[config.mk]
export PLATFORM = sky130hd
export DESIGN_NAME = cmm_core_map
export DESIGN_NICKNAME = d
export VERILOG_FILES = /design/src/cmm_pkg.sv /design/src/cmm_core_map.sv /design/src/cmm_iram.sv
export VERILOG_INCLUDE_DIRS = /design/src
export SDC_FILE = /design/constraint.sdc
export NUM_CORES = 2
export LEC_CHECK = 0
export BUFFER_PORTS_ARGS = -buffer_cell sky130_fd_sc_hd__buf_2
export CORE_UTILIZATION = 49
export CTS_BUF_LIST = sky130_fd_sc_hd__clkbuf_16
export CTS_CLUSTER_SIZE = 25
export DETAILED_ROUTE_END_ITERATION = 10
export PLACE_DENSITY = 0.71
export SLEW_MARGIN = 0
export SYNTH_ARGS = -nofsm -noshare
export SYNTH_HDL_FRONTEND = slang
export SYNTH_HIERARCHICAL = 1
export SYNTH_SLANG_ARGS = --single-unit
[constraint.sdc]
create_clock -name clk -period 18.7 [get_ports clk]
set_input_delay 1.87 -clock clk [delete_from_list [all_inputs] [get_ports clk]]
set_output_delay 1.87 -clock clk [all_outputs]
set_load 0.05 [all_outputs]
[src/cmm_params.svh]
// constants for the core memory address mapping block
// assumes one clock, synchronous active-high reset
//
// What this block does
// - instruction length counted in clocks, 1 to 7
// - direct address is 8-bit, internal only
// - pointers are work registers, stack, 16-bit pointer
// - register mode picks bank register by 3 bits
// - indexed reads code at base plus accumulator
// - indexed jump loads base plus accumulator
// - code space read-only, on-chip, 64K
// - separate code and 256-byte data spaces
// - program counter starts at zero after reset
// - interrupt vectors at 0003H, eight bytes apart
// - above 7FH: direct to SFR, pointer to RAM
// - lowest 32 bytes form four register banks
// - 16 bytes above banks are bit addressable
// - SFR direct only; 16 of them bit addressable
// - status bits 4 and 3 select the bank
// - stack pointer pre-increments, resets to 07H
`ifndef CMM_PARAMS_SVH
`define CMM_PARAMS_SVH
`define CMM_PC_RESET 16'h0000
`define CMM_SP_RESET 8'h07
`define CMM_VEC_BASE 16'h0003
`define CMM_UPPER_BIT 7
`define CMM_BANK_HI_BIT 4
`define CMM_BANK_LO_BIT 3
`define CMM_BIT_AREA_BASE 8'h20
`define CMM_CYC_MIN 3'h1
`define CMM_RAM_DEPTH 256
`endif

[src/cmm_pkg.sv]
// types shared by the address mapping block
// assumes nothing beyond the constants header
package cmm_pkg;
  typedef enum logic [2:0] {
    CMM_MODE_DIRECT,
    CMM_MODE_POINTER,
    CMM_MODE_STACK,
    CMM_MODE_REGISTER,
    CMM_MODE_CONSTANT,
    CMM_MODE_BIT,
    CMM_MODE_CODE_SIXTEEN_BIT_POINTER,
    CMM_MODE_CODE_PC
  } cmm_mode_t;
  typedef enum logic [1:0] {
    CMM_KIND_NONE,
    CMM_KIND_RAM,
    CMM_KIND_SFR,
    CMM_KIND_CONST
  } cmm_kind_t;
endpackage

[src/cmm_core_map.sv]
// address generation and data space decoding for the core
// assumes sfr read data valid in the same cycle as sfr_rd, same clock
`include "cmm_params.svh"
module cmm_core_map (
  // clock and reset
  input wire logic clk,
  input wire logic rst,
  // operand access request
  input wire logic req_valid,
  output logic req_ready,
  input wire cmm_pkg::cmm_mode_t req_mode,
  input wire logic req_write,
  input wire logic [7:0] req_field,
  input wire logic [7:0] req_wdata,
  // read answer
  output logic rd_valid_ff,
  output logic [7:0] rd_data_ff,
  // core state seen by the mapper
  input wire logic [7:0] program_status_word,
  input wire logic [7:0] accumulator,
  input wire logic [15:0] sixteen_bit_pointer,
  // stack pointer direct load
  input wire logic sp_load,
  input wire logic [7:0] sp_wdata,
  output logic [7:0] sp_ff,
  // program counter control
  input wire logic instr_start,
  input wire logic [1:0] instr_len,
  input wire logic [2:0] instr_cycles,
  output logic instr_done,
  input wire logic int_take,
  input wire logic [4:0] int_num,
  input wire logic jmp_indexed,
  input wire logic branch_load,
  input wire logic [15:0] branch_target,
  output logic [15:0] program_counter_ff,
  // code read port to on-chip flash
  output logic code_rd_ff,
  output logic [15:0] code_rd_addr_ff,
  // special function register port
  output logic sfr_rd_ff,
  output logic sfr_wr_ff,
  output logic sfr_bit_ff,
  output logic [2:0] sfr_bit_idx_ff,
  output logic [7:0] sfr_addr_ff,
  output logic [7:0] sfr_wdata_ff,
  input wire logic [7:0] sfr_rdata
);
  typedef enum logic [1:0] {
    CMM_ST_IDLE,
    CMM_ST_PTR,
    CMM_ST_RMW
  } cmm_state_t;
  cmm_state_t state_ff;
  cmm_pkg::cmm_kind_t s1_kind_ff, nxt_kind;
  logic s1_bit_ff, ptr_wr_ff, rmw_val_ff;
  logic acc_go, dec_sfr, dec_ram_wr, mem_we;
  logic [1:0] bank;
  logic [2:0] s1_bidx_ff, rmw_bidx_ff, cyc_left_ff;
  logic [7:0] s1_const_ff, ptr_wdata_ff, rmw_addr_ff;
  logic [7:0] dec_addr, mem_addr, mem_wdata, mem_rdata, rmw_byte, s1_byte;
  logic [15:0] idx_sum;
  assign bank = {program_status_word[`CMM_BANK_HI_BIT],
                 program_status_word[`CMM_BANK_LO_BIT]};
  assign req_ready = (state_ff == CMM_ST_IDLE);
  assign acc_go = req_valid && req_ready;
  assign instr_done = (cyc_left_ff == `CMM_CYC_MIN);
  // base plus accumulator, for table reads; indexed jump adds its own
  assign idx_sum = ((req_mode == cmm_pkg::CMM_MODE_CODE_PC)
                    ? program_counter_ff : sixteen_bit_pointer)
                   + {8'h00, accumulator};
  // first-cycle address decode
  always_comb begin
    dec_addr = 8'h00;
    dec_sfr = 1'b0;
    case (req_mode)
      cmm_pkg::CMM_MODE_DIRECT: begin
        dec_addr = req_field;
        dec_sfr = req_field[`CMM_UPPER_BIT];
      end
      cmm_pkg::CMM_MODE_REGISTER: begin
        dec_addr = {3'h0, bank, req_field[2:0]};
      end
      cmm_pkg::CMM_MODE_POINTER: begin
        dec_addr = {3'h0, bank, 2'h0, req_field[0]};
      end
      cmm_pkg::CMM_MODE_STACK: begin
        dec_addr = req_write ? sp_ff + 8'h01 : sp_ff;
      end
      cmm_pkg::CMM_MODE_BIT: begin
        dec_sfr = req_field[`CMM_UPPER_BIT];
        if (req_field[`CMM_UPPER_BIT]) begin
          dec_addr = {req_field[7:3], 3'h0};
        end else begin
          dec_addr = `CMM_BIT_AREA_BASE
                     + {4'h0, req_field[6:3]};
        end
      end
      default: dec_addr = 8'h00;
    endcase
  end
  // ram writes taken in the request cycle
  assign dec_ram_wr = acc_go && req_write && !dec_sfr
                      && (req_mode == cmm_pkg::CMM_MODE_DIRECT
                          || req_mode == cmm_pkg::CMM_MODE_REGISTER
                          || req_mode == cmm_pkg::CMM_MODE_STACK);
  // ram port steering; pointer targets reach all 256 bytes
  always_comb begin
    rmw_byte = mem_rdata;
    rmw_byte[rmw_bidx_ff] = rmw_val_ff;
    case (state_ff)
      CMM_ST_PTR: begin
        mem_addr = mem_rdata;
        mem_we = ptr_wr_ff;
        mem_wdata = ptr_wdata_ff;
      end
      CMM_ST_RMW: begin
        mem_addr = rmw_addr_ff;
        mem_we = 1'b1;
        mem_wdata = rmw_byte;
      end
      default: begin
        mem_addr = dec_addr;
        mem_we = dec_ram_wr;
        mem_wdata = req_wdata;
      end
    endcase
  end
  cmm_iram u_iram (
    .clk(clk),
    .addr(mem_addr),
    .we(mem_we),
    .wdata(mem_wdata),
    .rdata_ff(mem_rdata)
  );
  // what the second cycle returns
  always_comb begin
    nxt_kind = cmm_pkg::CMM_KIND_NONE;
    if (state_ff == CMM_ST_PTR) begin
      nxt_kind = ptr_wr_ff ? cmm_pkg::CMM_KIND_NONE
                           : cmm_pkg::CMM_KIND_RAM;
    end else if (acc_go && !req_write) begin
      case (req_mode)
        cmm_pkg::CMM_MODE_CONSTANT: nxt_kind = cmm_pkg::CMM_KIND_CONST;
        cmm_pkg::CMM_MODE_POINTER, cmm_pkg::CMM_MODE_CODE_SIXTEEN_BIT_POINTER,
        cmm_pkg::CMM_MODE_CODE_PC: nxt_kind = cmm_pkg::CMM_KIND_NONE;
        default: nxt_kind = dec_sfr ? cmm_pkg::CMM_KIND_SFR
                                    : cmm_pkg::CMM_KIND_RAM;
      endcase
    end
  end
  // sequencing of two-cycle accesses
  always_ff @(posedge clk) begin
    if (rst) begin
      state_ff <= CMM_ST_IDLE;
    end else begin
      case (state_ff)
        CMM_ST_IDLE: begin
          if (acc_go && req_mode == cmm_pkg::CMM_MODE_POINTER) begin
            state_ff <= CMM_ST_PTR;
          end else if (acc_go && req_write && !dec_sfr
                       && req_mode == cmm_pkg::CMM_MODE_BIT) begin
            state_ff <= CMM_ST_RMW;
          end
        end
        default: state_ff <= CMM_ST_IDLE;
      endcase
    end
  end

  always_ff @(posedge clk) begin
    if (rst) begin
      ptr_wr_ff <= 1'b0;
      ptr_wdata_ff <= 8'h00;
      rmw_addr_ff <= 8'h00;
      rmw_bidx_ff <= 3'h0;
      rmw_val_ff <= 1'b0;
    end else if (acc_go) begin
      ptr_wr_ff <= req_write;
      ptr_wdata_ff <= req_wdata;
      rmw_addr_ff <= dec_addr;
      rmw_bidx_ff <= req_field[2:0];
      rmw_val_ff <= req_wdata[0];
    end
  end
  // read answer pipeline
  always_ff @(posedge clk) begin
    if (rst) begin
      s1_kind_ff <= cmm_pkg::CMM_KIND_NONE;
      s1_bit_ff <= 1'b0;
      s1_bidx_ff <= 3'h0;
      s1_const_ff <= 8'h00;
    end else begin
      s1_kind_ff <= nxt_kind;
      s1_bit_ff <= acc_go && req_mode == cmm_pkg::CMM_MODE_BIT;
      s1_bidx_ff <= req_field[2:0];
      s1_const_ff <= req_field;
    end
  end

  always_comb begin
    case (s1_kind_ff)
      cmm_pkg::CMM_KIND_SFR: s1_byte = sfr_rdata;
      cmm_pkg::CMM_KIND_CONST: s1_byte = s1_const_ff;
      default: s1_byte = mem_rdata;
    endcase
  end

  always_ff @(posedge clk) begin
    if (rst) begin
      rd_valid_ff <= 1'b0;
      rd_data_ff <= 8'h00;
    end else begin
      rd_valid_ff <= (s1_kind_ff != cmm_pkg::CMM_KIND_NONE);
      if (s1_kind_ff != cmm_pkg::CMM_KIND_NONE) begin
        rd_data_ff <= s1_bit_ff ? {7'h00, s1_byte[s1_bidx_ff]}
                                : s1_byte;
      end
    end
  end
  // special function register strobes, direct and bit modes only
  always_ff @(posedge clk) begin
    if (rst) begin
      sfr_rd_ff <= 1'b0;
      sfr_wr_ff <= 1'b0;
      sfr_bit_ff <= 1'b0;
      sfr_bit_idx_ff <= 3'h0;
      sfr_addr_ff <= 8'h00;
      sfr_wdata_ff <= 8'h00;
    end else begin
      sfr_rd_ff <= acc_go && dec_sfr && !req_write;
      sfr_wr_ff <= acc_go && dec_sfr && req_write;
      sfr_bit_ff <= acc_go && dec_sfr
                    && req_mode == cmm_pkg::CMM_MODE_BIT;
      if (acc_go && dec_sfr) begin
        sfr_bit_idx_ff <= req_field[2:0];
        sfr_addr_ff <= dec_addr;
        sfr_wdata_ff <= req_wdata;
      end
    end
  end
  // table reads from code space; writes there are dropped
  always_ff @(posedge clk) begin
    if (rst) begin
      code_rd_ff <= 1'b0;
      code_rd_addr_ff <= `CMM_PC_RESET;
    end else begin
      code_rd_ff <= acc_go && !req_write
                    && (req_mode == cmm_pkg::CMM_MODE_CODE_SIXTEEN_BIT_POINTER
                        || req_mode == cmm_pkg::CMM_MODE_CODE_PC);
      if (acc_go && !req_write) begin
        code_rd_addr_ff <= idx_sum;
      end
    end
  end
  // stack pointer
  always_ff @(posedge clk) begin
    if (rst) begin
      sp_ff <= `CMM_SP_RESET;
    end else if (acc_go && req_mode == cmm_pkg::CMM_MODE_STACK) begin
      sp_ff <= req_write ? sp_ff + 8'h01 : sp_ff - 8'h01;
    end else if (sp_load) begin
      sp_ff <= sp_wdata;
    end
  end
  // program counter
  always_ff @(posedge clk) begin
    if (rst) begin
      program_counter_ff <= `CMM_PC_RESET;
    end else if (int_take) begin
      program_counter_ff <= `CMM_VEC_BASE
                            + {8'h00, int_num, 3'h0};
    end else if (jmp_indexed) begin
      program_counter_ff <= sixteen_bit_pointer
                            + {8'h00, accumulator};
    end else if (branch_load) begin
      program_counter_ff <= branch_target;
    end else if (instr_start) begin
      program_counter_ff <= program_counter_ff
                            + {14'h0000, instr_len};
    end
  end
  // instruction length in clocks
  always_ff @(posedge clk) begin
    if (rst) begin
      cyc_left_ff <= 3'h0;
    end else if (instr_start) begin
      cyc_left_ff <= (instr_cycles == 3'h0) ? `CMM_CYC_MIN
                                            : instr_cycles;
    end else if (cyc_left_ff != 3'h0) begin
      cyc_left_ff <= cyc_left_ff - 3'h1;
    end
  end
endmodule // cmm_core_map

[src/cmm_iram.sv]
// 256-byte internal data ram, one port, registered read data
// assumes address, write enable and data from the same clock
`include "cmm_params.svh"
module cmm_iram (
  // clock
  input wire logic clk,
  // port
  input wire logic [7:0] addr,
  input wire logic we,
  input wire logic [7:0] wdata,
  output logic [7:0] rdata_ff
);
  logic [7:0] mem [`CMM_RAM_DEPTH];

  always_ff @(posedge clk) begin
    if (we) begin
      mem[addr] <= wdata;
    end
  end

  always_ff @(posedge clk) begin
    rdata_ff <= mem[addr];
  end
endmodule // cmm_iram

==> impl_results.md <==
* Layout cells sized above 1 at 23.3%
* Synth top area share at 71.9%
* Final wirelength at 202 mm
* Pin count of the biggest net entering global routing at 257
* First-pass GRT wire length at 295 mm
* Main synth FF type: edfxtp_1
* Row count at 152
* Maximum clock insertion buffer count at 3
* Vias at 44.6k
* Tmin final at 8.11 ns
* Fill count at 12.9k
* Top post-synthesis cells by count: edfxtp_1, mux4_2, nor2_1
* Hold Violations, Final at 0
* Syn_area_per_cell at 19.1 um2
* Fin Setup TNS at 0 ns
* Nature of the critical path startpoint: input pin
* GR Overflow Total at 0
* Synth Instances at 4,473
* Grt met3 use at 5.20%
* Switch Pwr at 2.47 mW
* Post-CTS sizing at 0
* Cell Int Power at 8.02 mW
* Worst vdd ir at 0.0000986 V
* Distinct cells, synth at 65
* WP data required at 19.37 ns
* Crit path DAT at 8.78 ns
* RSZ-0062 raised after global routing: false
* Post-DR wirelength/cell at 28.3 um
* Die area at 176,000 um2
* HP Class: reg -> reg
* Status: finished clean
* Crit path kind: in -> reg
* Worst-Margin Slew at 1.47 ns
* H-tree depth at 4
* Crit Reg-Reg Startpoint: state_ff[0]
* Initial Util at 49.6%
* GR Util met2 at 36.1%
* FF+latch count, synth at 2,164
* Clock root cell: clkbuf_16
* DR pass1 iterations at 6
* Gpl congestion at 0.870
* Post-synth EDFFs at 2,048
* Seq pwr share at 51.6%
* Critical Path Fanout Max at 107
* Final Skew at 0.0204 ns
* CP Capture Point: u_iram/rdata_ff[1]
* R2R cell count at 13
* Vias/cell at 6.24
* Post-synthesis sequential area ratio at 74.6%
* Ys async rst share at 0%
* Max_slew headroom at 2.27%
* CTS tree: built
* Clk pin slew, worst setup/hold paths at 0.06 ns
* Synth top area cells: edfxtp_1, mux4_2, dfxtp_1, a22oi_1, nor2_1
* Chip width at 420 um
* Gr usage total at 23.0%
* # IOs at 176
* Residual DRC count at 0
* CP endpoint kind: flip-flop
* Mapped Nets at 4,608
* Net count, final at 4,799
* CP Launch Point: req_write
* Initial antenna violation count at 13
* Largest area contributor in the netlist: edfxtp_1
* Post-CTS setup buffer count at 0
* Clk pwr share at 38.7%
* # clock sinks at 2,164
* Port Buf Inserts at 169
* GR Util met1 at 31.9%
* CORE AREA at 172,000 um2
* Yosys warns at 6
* Hold WS at 0.453 ns
* Power Density at 110 nW/um2
* Tcrit/Tclk final at 43.4%
* Flop2flop setup slack at 10.96 ns
* Area grow syn2layout at 11.8%
* Die Y-Extent at 420 um
* Most Used Layer, Global Route: met2
* Starting DRT DRC Count at 5,416
* Slew Viols, Final at 0
* Sw frac at 23.5%
* Fmax at 0.123 GHz
* RR Endpoint: u_iram/rdata_ff[5]
* Hold-fix buffers, CTS at 0
* Count leader, synth: edfxtp_1
* Vias in the first global route at 44.1k
* Synthesized cell area at 85,500 um2
* CTS Buf Count at 208
* Max Cap Viol at 0
* Clock insertion delay at the later pin of the skew report at 0.84 ns
* Final setup violation count at 0
* Remaining antenna violation count after routing at 0
* Combinational power share at 9.7%
* Leak at 29.7 nW
* Final HPWL DP at 119 mm
## registers in the layout (all words and copies together), names as in the netlist, 6 cells and up
name	flops
sp_ff	8
rmw_addr_ff	8
u_iram/rdata_ff	8
code_rd_addr_ff	16
sfr_wdata_ff	8
rd_data_ff	8
u_iram/mem	2048
sfr_addr_ff	8
program_counter_ff	16
ptr_wdata_ff	8
s1_const_ff	6
## metrics by stage
step | power [mW] | instance area, um2 | std cells | setup slack (ns) | utilization (%)
2_1_floorplan | 6.22 | 85500 | 4473 | 8.36 | -
3_3_place_gp | 6.51 | 88900 | 6762 | 9.74 | 51.5
3_5_place_dp | 6.53 | 88900 | 6762 | 9.74 | 51.5
4_1_cts | 10.5 | 95500 | 7146 | 10.62 | 55.4
5_1_grt | 10.8 | 95600 | 7153 | 10.03 | 55.4
6_report | 10.5 | 95600 | 7156 | 10.59 | 55.4
## layer usage
layer  wire length (um)  part of all wire [%]
met5                 47                 0.023
met4               6550                   3.2
met3              20800                    10
met2              96700                    48
met1              78300                    39
## area by class of cell
cell class	count	area, um2	share of cell area (%)
timing repair buffer	274	1750	1.83
inverter	30	113	0.118
tap	2310	2890	3.02
sequential	2164	63800	66.8
multi-input combinational	1986	20400	21.3
clock inverter	175	1390	1.46
clock buffer	209	5230	5.47
antenna	8	20.0	0.0209
## kinds of logic (layout without fill, tap and decap cells)
logic type | after synthesis | after routing | share of synthesized area [%]
AO/OA/AOI/OAI | 674 | 674 | 5.22
XOR/XNOR | 34 | 34 | 0.348
adder cells (fa/ha/maj) | 34 | 34 | 0.521
buffers and inverters | 323 | 688 | 1.72
flip-flops | 2164 | 2164 | 74.6
multiplexers | 552 | 552 | 14.0
other | 0 | 8 | 0
AND/OR/NAND/NOR | 692 | 692 | 3.54
## how the worst min path moves through the flow
stage                                   from                  to  depth (start not counted)
after floorplan              ptr_wdata_ff[1]     ptr_wdata_ff[1]                          2
after global placement       sfr_wdata_ff[7]     sfr_wdata_ff[7]                          2
after detailed placement   sfr_bit_idx_ff[1]   sfr_bit_idx_ff[1]                          2
after CTS                  sfr_bit_idx_ff[1]   sfr_bit_idx_ff[1]                          2
after global routing      code_rd_addr_ff[6]  code_rd_addr_ff[6]                          2
final                      sfr_bit_idx_ff[1]   sfr_bit_idx_ff[1]                          2
## power groups by stage
stage	registers, mW	logic (mW)	clock network, mW
6_report	5.42	1.02	4.06
5_1_grt	5.41	1.08	4.30
4_1_cts	5.41	1.02	4.11
3_5_place_dp	5.52	1.02	0
3_3_place_gp	5.51	0.999	0
2_1_floorplan	5.56	0.657	0
## worst max-delay path, stage by stage
cell	delay (ns)
buf_2	0.25
inv_1	0.11
ha_1	0.29
mux2i_1	0.05
o21ai_0	0.40
nor2_1	0.13
a21oi_4	0.15
buf_4	0.64
buf_12	0.60
buf_12	0.76
buf_4	0.87
mux4_2	0.61
a22oi_1	0.31
a21oi_1	0.17
o41ai_1	1.10
nand4_1	0.16
## cell usage in the layout, fill, tap and decap left out, types with 76 or more instances in the layout
cell,count
buf_4,95
mux4_2,514
edfxtp_1,2048
buf_2,169
a22oi_1,270
nand2_1,151
inv_1,76
a21oi_1,221
dfxtp_1,116
clkbuf_16,209
nor2_1,332
Note: power is estimated with default switching activity, not from simulation.
